[config.mk]
export PLATFORM = sky130hd
export DESIGN_NAME = two_wire_abort_ctrl
export DESIGN_NICKNAME = d
export VERILOG_FILES = /design/src/hdl/two_wire_pkg.sv /design/src/hdl/pin_sync.sv /design/src/hdl/setup_timer.sv /design/src/hdl/two_wire_abort_ctrl.sv
export VERILOG_INCLUDE_DIRS = /design/src /design/src/hdl
export SDC_FILE = /design/constraint.sdc
export NUM_CORES = 1
export LEC_CHECK = 0
export ABC_AREA = 1
export BUFFER_PORTS_ARGS = -buffer_cell sky130_fd_sc_hd__buf_2
export CORE_ASPECT_RATIO = 0.9
export CORE_MARGIN = 4
export CORE_UTILIZATION = 52
export DETAILED_ROUTE_END_ITERATION = 16
export PLACE_DENSITY = 0.77
export RECOVER_POWER = 25
export SLEW_MARGIN = 20
export SYNTH_ARGS = -nofsm -noshare
export SYNTH_HDL_FRONTEND = slang
export SYNTH_SLANG_ARGS = --single-unit
export TNS_END_PERCENT = 50
[constraint.sdc]
create_clock -name hclk -period 1.7 [get_ports hclk]
set_input_delay 0 -clock hclk [delete_from_list [all_inputs] [get_ports hclk]]
set_output_delay 0 -clock hclk [all_outputs]
set_load 0.03 [all_outputs]
[src/hdl/two_wire_params.svh]
// offsets, field positions, reset values and counts of the abort and slave timing block
`ifndef TWO_WIRE_PARAMS_SVH
`define TWO_WIRE_PARAMS_SVH

// register byte offsets
`define TW_OFS_FLAGS 8'h00
`define TW_OFS_SETUP 8'h04
`define TW_OFS_ACK 8'h08
`define TW_OFS_CTRL 8'h0c
`define TW_OFS_IRQ_ST 8'h10
`define TW_OFS_IRQ_MASK 8'h14

// abort cause bit positions
`define TW_BIT_SHORT_NAK 0
`define TW_BIT_LONG1_NAK 1
`define TW_BIT_LONG2_NAK 2
`define TW_BIT_DATA_NAK 3
`define TW_BIT_BCAST_NAK 4
`define TW_BIT_BCAST_READ 5
`define TW_BIT_SBYTE_ACK 7
`define TW_BIT_SBYTE_NORS 9
`define TW_BIT_TENBIT_RD 10

// control register fields
`define TW_CTRL_RESTART 0
`define TW_CTRL_STARTBYTE_OR_BROADCAST_SELECT 1
`define TW_CTRL_CHOICE 2

// interrupt status fields
`define TW_IRQ_ABORT 0
`define TW_IRQ_BCAST 1

// reset values
`define TW_RST_FLAGS 16'h0000
`define TW_RST_SETUP 8'h15
`define TW_RST_ACK 1'b1
`define TW_RST_RESTART 1'b1

// bus constants
`define TW_GCALL_ADDR 8'h00
`define TW_BYTE_BITS 4'h8

`endif

[src/hdl/two_wire_pkg.sv]
// types shared by the abort and slave timing block
package two_wire_pkg;

  typedef enum logic [2:0] {
    PH_NONE, PH_SHORT_ADDR, PH_LONG_ADDR1, PH_LONG_ADDR2, PH_DATA, PH_BROADCAST, PH_STARTBYTE
  } mst_phase_e;

  typedef enum logic [1:0] {SL_IDLE, SL_ADDR, SL_ACK, SL_SKIP} slave_state_e;

  typedef struct packed {
    logic [2:0] sh;
    logic level;
  } pin_sync_s;

  typedef struct packed {
    logic [15:0] flags;
    logic [7:0] setup;
    logic ack_en;
    logic restart_allow;
    logic startbyte_or_broadcast_select_sel;
    logic choice_start;
    logic [1:0] irq_st;
    logic [1:0] irq_mask;
    logic abort_pulse;
    logic d_wr;
    logic [7:0] d_addr;
    logic [31:0] rdata;
    logic scl_q;
    logic sda_q;
    slave_state_e sl;
    logic [3:0] bits;
    logic [7:0] shreg;
    logic sda_oe;
  } ctrl_s;

endpackage

[src/hdl/pin_sync.sv]
// three-stage pin synchroniser; level moves once stages two and three agree
`timescale 1ns/1ns
module pin_sync #(
  parameter logic RESET_LEVEL = 1'b1
) (
  // clock and reset
  input wire logic hclk,
  input wire logic hresetn,
  // pin and clean level
  input wire logic pin,
  output logic level
);

  two_wire_pkg::pin_sync_s st;
  two_wire_pkg::pin_sync_s next_st;

  always_comb begin
    next_st = st;
    next_st.sh = {st.sh[1:0], pin};
    if (st.sh[1] == st.sh[2]) begin
      next_st.level = st.sh[2];
    end
  end

  always_ff @(posedge hclk or negedge hresetn) begin
    if (!hresetn) begin
      st <= {{3{RESET_LEVEL}}, RESET_LEVEL};
    end else begin
      st <= next_st;
    end
  end

  assign level = st.level;

endmodule

[src/hdl/setup_timer.sv]
// down counter that holds busy for a loaded number of clock periods
`timescale 1ns/1ns
module setup_timer #(
  parameter int W = 8
) (
  // clock and reset
  input wire logic hclk,
  input wire logic hresetn,
  // load and status
  input wire logic load,
  input wire logic [W-1:0] value,
  output logic busy
);

  typedef struct packed {
    logic [W-1:0] cnt;
  } timer_s;

  timer_s st;
  timer_s next_st;

  always_comb begin
    next_st = st;
    if (load) begin
      next_st.cnt = value;
    end else if (st.cnt != '0) begin
      next_st.cnt = st.cnt - W'(1);
    end
  end

  always_ff @(posedge hclk or negedge hresetn) begin
    if (!hresetn) begin
      st <= '0;
    end else begin
      st <= next_st;
    end
  end

  assign busy = (st.cnt != '0);

endmodule

[src/hdl/two_wire_abort_ctrl.sv]
// abort cause capture, slave data setup stretch and broadcast call answer
// Contract
// - ten-bit read without restart sets bit 10
// - start byte without restart sets bit 9
// - bit 9 cleared with cause re-sets next cycle
// - acknowledged start byte sets bit 7
// - broadcast followed by read command sets bit 5
// - unacknowledged broadcast sets bit 4
// - unacknowledged data byte sets bit 3
// - unacknowledged second long address sets bit 2
// - unacknowledged first long address sets bit 1
// - unacknowledged short address sets bit 0
// - hold clock low setup count after data change
// - answer broadcast call only when enabled
`timescale 1ns/1ns
`include "two_wire_params.svh"
module two_wire_abort_ctrl (
  // clock and reset
  input wire logic hclk,
  input wire logic hresetn,
  // ahb-lite slave
  input wire logic hsel,
  input wire logic [31:0] haddr,
  input wire logic [1:0] htrans,
  input wire logic hwrite,
  input wire logic [2:0] hsize,
  input wire logic [31:0] hwdata,
  input wire logic hready,
  output logic hreadyout,
  output logic [31:0] hrdata,
  output logic hresp,
  // transfer engine events
  input wire logic mst_req,
  input wire logic mst_req_read,
  input wire logic mst_req_tenbit,
  input wire logic mst_ack_strobe,
  input wire two_wire_pkg::mst_phase_e mst_phase,
  input wire logic mst_cmd_take,
  input wire logic mst_cmd_read,
  // transfer engine controls
  output logic repeated_start_allow,
  output logic startbyte_or_broadcast_select,
  output logic broadcast_versus_startbyte_choice,
  output logic tx_abort,
  output logic irq,
  // two-wire pins
  input wire logic scl_in,
  output logic scl_out,
  output logic scl_oe,
  input wire logic sda_in,
  output logic sda_out,
  output logic sda_oe
);

  two_wire_pkg::ctrl_s st;
  two_wire_pkg::ctrl_s next_st;
  logic scl_lvl;
  logic sda_lvl;
  logic timer_busy;
  logic timer_load;
  logic addr_ok;
  logic wr_flags;
  logic cause9;
  logic ack_seen;
  logic [15:0] setv;
  logic [15:0] clr;
  logic gcall_evt;
  logic bus_start;
  logic bus_stop;
  logic scl_rise;
  logic scl_fall;
  logic [31:0] rmux;

  // ************************************************************
  // pin sampling and the clock stretch timer
  // ************************************************************
  pin_sync #(.RESET_LEVEL(1'b1)) u_scl_sync (
    .hclk(hclk),
    .hresetn(hresetn),
    .pin(scl_in),
    .level(scl_lvl)
  );

  pin_sync #(.RESET_LEVEL(1'b1)) u_sda_sync (
    .hclk(hclk),
    .hresetn(hresetn),
    .pin(sda_in),
    .level(sda_lvl)
  );

  setup_timer #(.W(8)) u_setup_timer (
    .hclk(hclk),
    .hresetn(hresetn),
    .load(timer_load),
    .value(st.setup),
    .busy(timer_busy)
  );

  // ************************************************************
  // register read view
  // ************************************************************
  always_comb begin
    rmux = 32'h0000_0000;
    case (haddr[7:0])
      `TW_OFS_FLAGS: rmux[15:0] = st.flags;
      `TW_OFS_SETUP: rmux[7:0] = st.setup;
      `TW_OFS_ACK: rmux[0] = st.ack_en;
      `TW_OFS_CTRL: rmux[2:0] = {st.choice_start, st.startbyte_or_broadcast_select_sel, st.restart_allow};
      `TW_OFS_IRQ_ST: rmux[1:0] = st.irq_st;
      `TW_OFS_IRQ_MASK: rmux[1:0] = st.irq_mask;
      default: rmux = 32'h0000_0000;
    endcase
  end

  // ************************************************************
  // next state
  // ************************************************************
  always_comb begin
    next_st = st;
    addr_ok = hsel && htrans[1] && hready;
    wr_flags = st.d_wr && (st.d_addr == `TW_OFS_FLAGS);
    cause9 = !st.restart_allow && st.startbyte_or_broadcast_select_sel && st.choice_start;
    ack_seen = !sda_lvl;
    setv = 16'h0000;
    clr = wr_flags ? hwdata[15:0] : 16'h0000;
    gcall_evt = 1'b0;
    timer_load = 1'b0;
    bus_start = scl_lvl && st.scl_q && st.sda_q && !sda_lvl;
    bus_stop = scl_lvl && st.scl_q && !st.sda_q && sda_lvl;
    scl_rise = scl_lvl && !st.scl_q;
    scl_fall = !scl_lvl && st.scl_q;

    // bus address phase: latch, and answer reads from flops
    next_st.d_wr = addr_ok && hwrite;
    next_st.d_addr = haddr[7:0];
    next_st.rdata = (addr_ok && !hwrite) ? rmux : 32'h0000_0000;

    // bus data phase writes
    if (st.d_wr) begin
      case (st.d_addr)
        `TW_OFS_SETUP: next_st.setup = hwdata[7:0];
        `TW_OFS_ACK: next_st.ack_en = hwdata[0];
        `TW_OFS_CTRL: begin
          next_st.restart_allow = hwdata[`TW_CTRL_RESTART];
          next_st.startbyte_or_broadcast_select_sel = hwdata[`TW_CTRL_STARTBYTE_OR_BROADCAST_SELECT];
          next_st.choice_start = hwdata[`TW_CTRL_CHOICE];
        end
        `TW_OFS_IRQ_MASK: next_st.irq_mask = hwdata[1:0];
        default: ;
      endcase
    end

    // abort causes seen at request time
    if (mst_req && mst_req_read && mst_req_tenbit && !st.restart_allow) begin
      setv[`TW_BIT_TENBIT_RD] = 1'b1;
    end
    setv[`TW_BIT_SBYTE_NORS] = cause9;
    if (mst_cmd_take && mst_cmd_read && st.startbyte_or_broadcast_select_sel && !st.choice_start) begin
      setv[`TW_BIT_BCAST_READ] = 1'b1;
    end

    // abort causes seen at the acknowledge slot
    if (mst_ack_strobe) begin
      case (mst_phase)
        two_wire_pkg::PH_STARTBYTE: setv[`TW_BIT_SBYTE_ACK] = ack_seen;
        two_wire_pkg::PH_BROADCAST: setv[`TW_BIT_BCAST_NAK] = !ack_seen;
        two_wire_pkg::PH_DATA: setv[`TW_BIT_DATA_NAK] = !ack_seen;
        two_wire_pkg::PH_LONG_ADDR2: setv[`TW_BIT_LONG2_NAK] = !ack_seen;
        two_wire_pkg::PH_LONG_ADDR1: setv[`TW_BIT_LONG1_NAK] = !ack_seen;
        two_wire_pkg::PH_SHORT_ADDR: setv[`TW_BIT_SHORT_NAK] = !ack_seen;
        default: ;
      endcase
    end

    // sticky; a set beats a clear, except bit 9 where the clear wins
    // for one cycle so that a lasting cause shows as a re-assertion
    clr[`TW_BIT_SBYTE_NORS] = clr[`TW_BIT_SBYTE_NORS] & 1'b1;
    setv[`TW_BIT_SBYTE_NORS] = setv[`TW_BIT_SBYTE_NORS] & !clr[`TW_BIT_SBYTE_NORS];
    next_st.flags = (st.flags & ~clr) | setv;
    next_st.abort_pulse = |(setv & ~st.flags);

    // slave side: only the broadcast address byte is answered here
    case (st.sl)
      two_wire_pkg::SL_IDLE: ;
      two_wire_pkg::SL_ADDR: begin
        if (scl_rise) begin
          next_st.shreg = {st.shreg[6:0], sda_lvl};
          next_st.bits = st.bits + 4'h1;
        end
        if (scl_fall && st.bits == `TW_BYTE_BITS) begin
          if (st.shreg == `TW_GCALL_ADDR && st.ack_en) begin
            next_st.sda_oe = 1'b1;
            timer_load = 1'b1;
            gcall_evt = 1'b1;
            next_st.sl = two_wire_pkg::SL_ACK;
          end else begin
            next_st.sl = two_wire_pkg::SL_SKIP;
          end
        end
      end
      two_wire_pkg::SL_ACK: begin
        if (scl_fall) begin
          next_st.sda_oe = 1'b0;
          next_st.sl = two_wire_pkg::SL_SKIP;
        end
      end
      two_wire_pkg::SL_SKIP: ;
      default: next_st.sl = two_wire_pkg::SL_IDLE;
    endcase
    if (bus_start) begin
      next_st.sl = two_wire_pkg::SL_ADDR;
      next_st.bits = 4'h0;
      next_st.sda_oe = 1'b0;
    end else if (bus_stop) begin
      next_st.sl = two_wire_pkg::SL_IDLE;
      next_st.sda_oe = 1'b0;
    end
    next_st.scl_q = scl_lvl;
    next_st.sda_q = sda_lvl;

    // interrupt status clears on read; a new event in that cycle wins
    if (addr_ok && !hwrite && haddr[7:0] == `TW_OFS_IRQ_ST) begin
      next_st.irq_st = 2'h0;
    end
    if (next_st.abort_pulse) begin
      next_st.irq_st[`TW_IRQ_ABORT] = 1'b1;
    end
    if (gcall_evt) begin
      next_st.irq_st[`TW_IRQ_BCAST] = 1'b1;
    end
  end

  always_ff @(posedge hclk or negedge hresetn) begin
    if (!hresetn) begin
      st <= '0;
      st.flags <= `TW_RST_FLAGS;
      st.setup <= `TW_RST_SETUP;
      st.ack_en <= `TW_RST_ACK;
      st.restart_allow <= `TW_RST_RESTART;
      st.scl_q <= 1'b1;
      st.sda_q <= 1'b1;
      st.sl <= two_wire_pkg::SL_IDLE;
    end else begin
      st <= next_st;
    end
  end

  // ************************************************************
  // outputs
  // ************************************************************
  assign hreadyout = 1'b1;
  assign hresp = 1'b0;
  assign hrdata = st.rdata;
  assign repeated_start_allow = st.restart_allow;
  assign startbyte_or_broadcast_select = st.startbyte_or_broadcast_select_sel;
  assign broadcast_versus_startbyte_choice = st.choice_start;
  assign tx_abort = st.abort_pulse;
  assign irq = |(st.irq_st & st.irq_mask);
  // open drain: the pins are only ever pulled low
  assign scl_out = 1'b0;
  assign sda_out = 1'b0;
  assign scl_oe = timer_busy;
  assign sda_oe = st.sda_oe;
endmodule

After elaboration in Yosys (flattened, before gate mapping)
Index checks and enable logic that the tools add are counted.
{ "totals": {"out_inout_bits": 43, "word_cells": 147, "in_bits": 85, "reg_bits": 91} }
{ "classes": {"n_mux": 40, "n_reduce_logical": 51, "add_sub_neg": 2, "bitwise": 7, "n_eq_ne": 23} }
{ "ops": {"columns": ["operator", "n"], "rows": [
  ["$eq A8 B4 Y1 const B", 4],
  ["$mux W16", 2],
  ["$not A16 Y16", 2],
  ["$eq A8 B5 Y1 const B", 3],
  ["$logic_not A8 Y1", 3],
  ["$mux W12", 2],
  ["$mux W8", 3],
  ["$logic_and A1 B1 Y1", 23],
  ["$mux W1", 20],
  ["$and A11 B16 Y16", 1],
  ["$and A16 B16 Y16", 1],
  ["$eq A8 B3 Y1 const B", 2],
  ["$or A16 B11 Y16", 1],
  ["$reduce_or A16 Y1", 1],
  ["$ne A4 B4 Y1 const B", 3],
  ["$reduce_and A2 Y1", 6],
  ["$mux W2", 5],
  ["$pmux W5 S2", 1],
  ["$reduce_bool A2 Y1", 5],
  ["$eq A3 B3 Y1 const B", 3],
  ["$logic_not A1 Y1", 8],
  ["$reduce_bool A8 Y1", 1],
  ["$sub A8 B1 Y8 const B", 1],
  ["$eq A3 B2 Y1 const B", 2],
  ["other kinds (19)", 20]
]} }

Depth between registers and ports, before layout
Gate-level depths: netlist of the first run.
{ "logic_depth": {"ltp_word": 8, "depth_mapped": 11, "ltp_nobuf": 11} }

By module
From an unflattened synthesis of the first run, not the netlist that was laid out.
{ "hier_totals": {"hier_cells": 550, "area_unflattened_um2": 4669.5} }
{ "by_module_without_submodules": {"columns": ["module", "n_inst", "area_per_inst_um2", "seq_area_each_um2", "cells_per_inst"], "rows": [
  ["two_wire_abort_ctrl", 1, 3895.0, 1885.6, 460],
  ["setup_timer", 1, 531.8, 200.2, 74],
  ["pin_sync", 2, 121.4, 105.1, 8]
]} }

Least setup slack after synthesis of the first run
No wires, ideal clock.
{ "synth_timing": {"path_kind": "register to register", "startpoint": "register u_setup_timer.st[0] (netlist bit)", "endpoint": "register u_setup_timer.st[0] (netlist bit)", "path_stages_with_launch": 11, "slack_ps": 322, "required_ps": 1638, "n_path_buf": 0, "arrival_time_ps": 1316, "synth_period_minus_slack_ps": 1378, "cell_sequence": "dfrtp_1 > inv_1 > ha_1 > nand3_1 > nor2_2 > inv_2 > nand2_1 > nand2_1 > nand2_1 > nand2_1 > inv_1"} }
{ "synth_rtl": {"columns": ["element", "line_no", "text"], "rows": [
  ["from (decl)", "setup_timer.sv:19", "timer_s st;"],
  ["from (signal assigned)", "setup_timer.sv:35", "st <= next_st;"],
  ["$reduce_bool A8 Y1", null, null],
  ["named net scl_oe", "two_wire_abort_ctrl.sv:49", "output logic scl_oe,"],
  ["$reduce_bool A2 Y1 (no source line)", null, null]
]} }
The timed path passes the listed nets, and every way through them passes these cells. The select of a mux whose other input is x is not followed.
A chain may end at the register's enable or synchronous reset.

Worst setup path in the final report of the first run
{ "layout_timing": {"startpoint": "register u_setup_timer.st[0] (netlist bit)", "endpoint": "output port scl_oe"} }
{ "layout_via": {"elab_chain_cells": 1} }
{ "layout_lines": {"columns": ["element", "line_no", "text"], "rows": [
  ["$reduce_bool A8 Y1", "setup_timer.sv:39", "assign busy = (st.cnt != '0);"],
  ["to (decl)", "two_wire_abort_ctrl.sv:49", null]
]} }
Every way passes these cells.

==> metrics list, run 1 <==
- Result of the run: finished, final reports clean
- Final weighted congestion in routability-driven placement: 0.8507
- The synthesized design contains 0 enable-type register cells.
- Based on the critical path, the design can be clocked at up to 0.6340 GHz.
* Clock transition at the register clock pins on the worst setup and hold paths after CTS: 0.10 ns
- Final number of setup-violating endpoints: 0
- After floorplanning, the core was sized to cover 0.008145 mm^2.
- Fin crit period: 1.577 ns
- Number of library cell types mapped by synthesis: 33
- The routed layout has 3584 vias.
* Clk root buf: clkbuf_8
* Largest net degree at the start of global routing: 45
* Vertical die dimension: 95.43 um
- Of the total synthesized cell area, the portion taken by full adders, half adders and majority gates is 0.01870.
- TritonCTS clock tree: done
- Setup repair after global routing left no endpoint under its margin.
- Input and output buffers added on the ports amount to 63.
- Antenna viol nets, final: 0
- The post-synthesis compound-gate area fraction came to 0.06657.
- Power density relative to cell area: 1027 mW/mm^2
- Post-DR wirelength/cell: 13.20 um
- In the global route stage, met1 resource usage came out at 0.2620.
- Data on the critical path arrives at its endpoint at 1.58 ns.
- Worst supply voltage drop on vdd: 0.6403 mV
- Post-Syn Area per Cell: 8.429 um^2
- STA puts the critical path data required time at 1.70 ns.
- Number of pins exceeding their max-slew limit in the final report: 0
* Multiplexer fraction of the synthesized cell area: 0
- Wire length of the first global-routing pass: 16380 um
* Part of the power in registers: 0.489
- Setup TNS: 0 ns
* Largest fanout of any net on the critical path: 8
- Broken down by cell family, the worst path's largest delay share belongs to flip-flops.
- Of the total synthesized cell area, the portion taken by AND, OR, NAND and NOR gates is 0.2564.
- DIE WIDTH: 105.1 um
- At the later pin of the worst-skew pair, clock insertion delay measures 0.36 ns.
* DRC violation count after routing: 0
- Std cell rows: 31
- The startpoint identified for the worst register-to-register timing path is u_sda_sync.level.
- The endpoint identified for the worst register-to-register timing path is st[78].
- Leakage power: 0.002738 uW
* Summed area of non-filler cells in the final layout: 0.005261 mm^2
- Part of the Yosys area used for sequential elements: 0.5198
- Area share of xor/xnor cells in the synthesized design: 0.007932
* Depth of the CTS H-tree: 3
* Crit. End Element: primary output
- Filler instances: 691
* Switch share: 0.3450
* Net switching power: 1865 uW
- The min-delay analysis places its worst path in the category primary input to asynchronous set/reset pin.
* Number of buffer and inverter stages on the critical path: 3
- Final Power: 5405 uW
* Share of layout cells above drive strength 1: 0.1869
- Starting Density: 0.5422
- Final HPWL from detailed placement: 6691 um
- Post-route fraction of the period consumed by the critical path: 0.9278
- Top library cells by usage in the layout, fill and taps aside: nand2_1, dfrtp_1, inv_1
- Post-Synthesis Cells: 524
- Number of buffers on the longest clock path: 2
* Share of total power in combinational logic: 0.250
* Total iterations of the first detailed-routing run: 4
- Internal power comes to 3540 uW.
* Area of the die: 0.01003 mm^2
- Layout-stage area growth over the synthesis result: 19.12%
- Synthesis inferred 91 register bits.
* Highest-utilization routing layer at the global route stage: met2
- For the final database, setup skew stands at 0.007957 ns.
* First-iteration detailed-routing DRC count: 185
* Slowest cell delay on critical path: 0.39 ns
- Worst Setup Slack, final: 0.1228 ns
* Antenna violations before repair: 0
- Clock buffers created by TritonCTS: 9
- Slowest cell on the critical path: dfrtp_1
* Stages on worst setup path: 6
* Commonest register cell after synthesis: dfrtp_1
- Diodes inserted: 0
- Placement Setup Slack: 0.1818 ns
- Dpl cell area: 0.004677 mm^2
- Worst Setup Start Kind: flop
* Number of global-route vias before repair: 3635
- In the global route stage, met2 resource usage came out at 0.3472.
- During synthesis, Yosys emitted a total of 0 warnings.
* Total routing resource utilization after global routing: 0.2030
- FF+latch area: 0.002296 mm^2
* Combined area of the multi-input logic cells: 0.001629 mm^2
* Flop-to-flop setup slack: 0.16 ns
- Fraction of met3 tracks used by global routing: 0.04672
- The worst pin sits at a relative slew slack of 0.2844.
- The final layout contains 711 nets.
- Of the total power, the clock network draws 0.261.
- Measured slew at the worst slew-check pin: 1.073 ns
- After synthesis, the share of flip-flops with an asynchronous set or reset is 1.000.
* Setup Crit Path Kind: flop to primary output
* Routed Wire Length: 9568 um
- Max-cap violations in this run came to 0.
- After synthesis, the largest family of logic cells by area is simple AND/OR/NAND/NOR gates.
- Cell Chain, Critical Path: inv_1 > ha_1 > nand3_2 > nor2_4 > inv_2 > buf_2
- Using the TritonRoute via totals, the vias-per-cell ratio works out to 4.943.
* Combined area of all synthesized cells: 0.004417 mm^2
- After global routing the overflow that remains totals 0.
* Number of hold violations in the final report: 0
- Most common cell after layout, fill and taps aside: nand2_1
- TritonCTS sink count: 91
* Depth of the worst register-to-register path: 5
- Num ports: 128
power groups by stage:
stage,sequential [uW],clock (uW),combinational (uW)
floorplan,2670,0,973
global placement,2670,0,1210
detailed placement,2680,0,1260
CTS,2640,1440,1350
global route,2680,1530,1570
finish,2640,1410,1350
cell families after synthesis:
group / Yosys count
xor gates and xnor gates: 4
buffers and inverters: 114
and+or+nand+nor: 252
other: 2
AOI/OAI and AO/OA: 54
DFF: 91
adders and majority gates: 7
worst max-delay path by stage:
stage | slack [ns] | startpoint | to
floorplan | 0.32 | u_setup_timer.st[0] | u_setup_timer.st[0]
global placement | 0.24 | st[9] | u_setup_timer.st[0]
detailed placement | 0.18 | st[9] | u_setup_timer.st[0]
CTS | 0.05 | u_setup_timer.st[0] | scl_oe
global route | 0.003 | u_setup_timer.st[0] | scl_oe
finish | 0.12 | u_setup_timer.st[0] | scl_oe
layer usage:
layer,wire (um),part of all wire
met1,4204,0.44
met2,4630,0.48
met3,606,0.063
met4,127,0.013
met5,0,0
cells in the mapped netlist, drive strengths merged (5+ instances only):
library cell,n,share of area
a21oi,18,0.022
buf,39,0.065
dfrtp,76,0.43
dfstp,15,0.089
ha,5,0.014
inv,74,0.063
nand2,128,0.11
nand3,48,0.058
nand4,8,0.011
nor2,56,0.061
nor3,9,0.010
o21ai,30,0.034
area by class of cell:
class,count,share of cell area
Clock buffer,9,0.02354
Clock inverter,7,0.01284
Inverter,74,0.05279
Multi-Input combinational cell,337,0.3096
Sequential cell,91,0.4364
Tap cell,99,0.02354
Timing Repair Buffer,108,0.1413
flip-flops by register name, summed over array words and instances, names as in the netlist:
signal                             flops
broadcast_versus_startbyte_choice      1
st                                    54
u_sda_sync.level                       1
u_setup_timer.st                       8
hrdata                                16
u_sda_sync.next_st                     2
u_scl_sync.st                          1
u_scl_sync.level                       1
tx_abort                               1
repeated_start_allow                   1
sda_oe                                 1
u_scl_sync.next_st                     2
u_sda_sync.st                          1
startbyte_or_broadcast_select          1
stage by stage:
stage	utilization	instances	hold WS, ns
floorplan	-	542	-0.2956
global placement	0.5742	668	-0.09705
detailed placement	0.5742	668	-0.09228
CTS	0.6484	725	0.05218
global route	0.6459	725	0.06446
finish	0.6459	725	0.04727
what timing repair did:
item,in CTS,in global routing
hold buffers,40,0
setup buffers,1,0
gates resized for setup,1,1
pin swaps,1,0
endpoints found under the setup margin,1,1
hold endpoints to repair,123,0
Power figures use the tool's default switching activity.
==> run 2, diff against run 1 <==
--- a/config.mk
+++ b/config.mk
@@ -10,9 +10,9 @@
 export BUFFER_PORTS_ARGS = -buffer_cell sky130_fd_sc_hd__buf_2
 export CORE_ASPECT_RATIO = 0.9
 export CORE_MARGIN = 4
-export CORE_UTILIZATION = 52
+export CORE_UTILIZATION = 47
 export DETAILED_ROUTE_END_ITERATION = 16
-export PLACE_DENSITY = 0.77
+export PLACE_DENSITY = 0.73
 export RECOVER_POWER = 25
 export SLEW_MARGIN = 20
 export SYNTH_ARGS = -nofsm -noshare
==> constraint.sdc (replaced) <==
create_clock -name hclk -period 1.4 [get_ports hclk]
set_input_delay 0 -clock hclk [delete_from_list [all_inputs] [get_ports hclk]]
set_output_delay 0 -clock hclk [all_outputs]
set_load 0.03 [all_outputs]
==> metrics list, run 2 (synthesis gave the netlist of run 1 again) <==
- The run finished, with violations left.
* Failing checks: setup timing
* WHS Path Cells: 6
- Data arrival time of the critical path: 1.70 ns (+0.12 ns)
- Worst Setup Start Kind: flop
* Final HPWL from detailed placement: 6775 um (+1.2%)
* Final number of setup-violating endpoints: 2 (+2)
- First-iteration detailed-routing DRC count: 194 (+4.9%)
* Most common cell after layout, fill and taps aside: nand2_1
- The wire length after detailed routing was 9830 um (+2.7%).
- Final std cells w/o fill: 773 (+6.6%)
* Antenna viol nets, final: 0 (unchanged)
- The buffer depth of the longest clock path was 2 (unchanged).
- TritonCTS built the clock tree.
- The number of maximum-capacitance violations was 0 (unchanged).
- The area growth from synthesis to layout is 27.14%.
- Post-route fraction of the period consumed by the critical path: 1.027
- Depth of the CTS H-tree: 3 (unchanged)
- Vertical die dimension: 99.97 um (+4.8%)
* Top library cells by usage in the layout, fill and taps aside: nand2_1, dfrtp_1, inv_1
- STA classifies the critical path endpoint as a flop.
- The average detailed-routed wire length per instance is 12.72 um (-3.6%).
* FF-to-FF End: u_setup_timer.st[0]
- The number of nets in the final layout came to 736 (+3.5%).
- Number of pins exceeding their max-slew limit in the final report: 0 (unchanged)
* Aggregate global routing overflow: 0 (unchanged)
* Number of hold violations in the final report: 0 (unchanged)
* Largest net degree at the start of global routing: 42 (-6.7%)
* Worst supply voltage drop on vdd: 0.7449 mV (+16%)
- Depth of the worst register-to-register path: 8 (+3)
* Area of the die: 0.01101 mm^2 (+9.8%)
- Tightest Hold Check Type: primary input to flop
* Clock buffers created by TritonCTS: 9 (unchanged)
* Worst-Skew Late Latency: 0.36 ns (about the same)
- Wire length of the first global-routing pass: 15900 um (-2.9%)
- IO Port Bufs: 63 (unchanged)
* Fin crit period: 1.437 ns
- Worst hold margin: 0.1153 ns (+0.06800 ns)
- The leakage power figure was 0.002878 uW (+5.1%).
* Antenna violations before repair: 0 (unchanged)
- Starting Density: 0.4840 (-0.05822)
* Share of layout cells above drive strength 1: 0.2473 (+0.06041)
- The power per cell area is 1234 mW/mm^2 (+20%).
- The final core area utilization is 0.6154 (-0.03054).
* Maximum achievable frequency: 0.6957 GHz
* Placement Setup Slack: -0.03147 ns (-0.2133 ns)
- Total iterations of the first detailed-routing run: 8 (+4)
- Max transition margin: 0.5555 (+0.2710)
- Filler instances: 790 (+14%)
- Origin of the critical flop-to-flop path: st[16]
- The number of cells after detailed placement was 706 (+5.7%).
- The total number of vias is 3669 (+2.4%).
* TritonCTS sink count: 91 (unchanged)
- The final weighted congestion of routability-driven global placement came to 0.8294 (-2.5%).
- Diodes inserted: 0 (unchanged)
- RSZ-0062 raised after global routing: yes
- The horizontal die dimension came to 110.2 um (+4.8%).
- Top reg by flops: st
* Crit path required time: 1.66 ns (-0.04 ns)
- Setup skew after layout: 0.01261 ns (+0.004652 ns)
- The number of top-level pins was 128 (unchanged).
- Number of flip-flops under the largest register name: 54 (unchanged)
- The number of global-route vias before repair is 3588 (-1.3%).
* Area of the core region: 0.009125 mm^2 (+12%)
* Setup Crit Path Kind: flop to flop
- Clock tree synthesis selected as its root buffer the cell clkbuf_8.
* Total routing resource utilization after global routing: 0.1830 (-0.01999)
- End point of the most critical hold path: st[62]
* DRC violation count after routing: 0 (unchanged)
- Start point of the worst hold path: htrans[1]
- The reg2reg setup slack is -0.04 ns (-0.20 ns).
- The maximum fanout along the worst path was 6 (-2).
- The number of vias per cell is 4.746 (-4.0%).
- The post-CTS clock slew at the launch and capture registers of the worst setup and hold paths came to 0.09 ns (about the same).
- Worst Setup Slack, final: -0.03737 ns (-0.1602 ns)
- Measured slew at the worst slew-check pin: 0.6668 ns (-0.4066 ns)
* Std cell rows: 33 (+6.5%)
## run 2: changes by cell type in the layout (fill, tap and decap cells not counted), moves of 4 or more
cell,before,now
buf_4,5,25
inv_1,69,64
buf_6,0,6
o21ai_0,23,18
o21ai_1,7,12
nor2_1,43,39
nand3_1,44,40
nand2_1,125,121
nor2_4,6,10
## run 2: where the power goes
group	switching, uW	leakage [uW]	internal, uW
clock	963	0.0000835	664
sequential	234	0.00106	2980
combinational	1180	0.00174	905
## run 2: what timing repair did
| action | 4_1_cts | 5_1_grt |
|---|---|---|
| pin swaps | 2 | 18 |
| setup buffers | 5 | 9 |
| setup endpoints to repair | 11 | 48 |
| endpoints found under the hold margin | 114 | 0 |
| hold buffers | 38 | 0 |
| resized for setup | 15 | 31 |
## run 2: per-layer routing
metal,vias up,wire [um],track usage,part of all wire
met5,-,0,0,0
met4,0,150,0.06345,0.015
met3,16,563,0.03666,0.057
met2,113,4686,0.2887,0.48
met1,1705,4429,0.2528,0.45
li1,1835,-,-,-
## run 2: stage by stage
| step | cell area, um^2 | power (uW) | TNS [ns] |
|---|---|---|---|
| after floorplan | 4484 | 4418 | 0 |
| after global placement | 4831 | 4830 | -0.0006126 |
| after detailed placement | 4831 | 4907 | -0.1098 |
| after CTS | 5472 | 6755 | -0.03151 |
| after global routing | 5615 | 7353 | -1.600 |
| final | 5615 | 6931 | -0.06288 |
## run 2: worst max-delay path by stage
stage / from / endpoint / slack, ns / cells past startpoint
2_1_floorplan: u_setup_timer.st[0] / u_setup_timer.st[0] / 0.02 / 10
3_5_place_dp: st[14] / u_setup_timer.st[0] / -0.03 / 8
6_report: st[16] / u_setup_timer.st[0] / -0.04 / 8
3_3_place_gp: st[9] / u_setup_timer.st[0] / -0.0006 / 10
5_1_grt: st[16] / u_setup_timer.st[0] / -0.14 / 8
4_1_cts: st[9] / u_setup_timer.st[0] / -0.03 / 10
## run 2: area by class of cell
| class | count | area [um^2] | share of cell area |
|---|---|---|---|
| clock inverter | 6 | 50.05 | 0.008913 |
| clock buffer | 10 | 127.6 | 0.02273 |
| inverter | 74 | 285.3 | 0.05080 |
| sequential | 91 | 2296 | 0.4089 |
| multi-input combinational | 337 | 1743 | 0.3104 |
| tap | 122 | 152.6 | 0.02718 |
| timing repair buffer | 133 | 960.9 | 0.1711 |
## run 2: worst max-delay path, stage by stage, from the launching register on
cell and delay (ns):
dfstp_2 0.54, inv_2 0.05, nor2_4 0.13, nand3_4 0.10
nor2_4 0.13, nand2_4 0.08, or2_0 0.20, nand2_1 0.07
inv_1 0.04
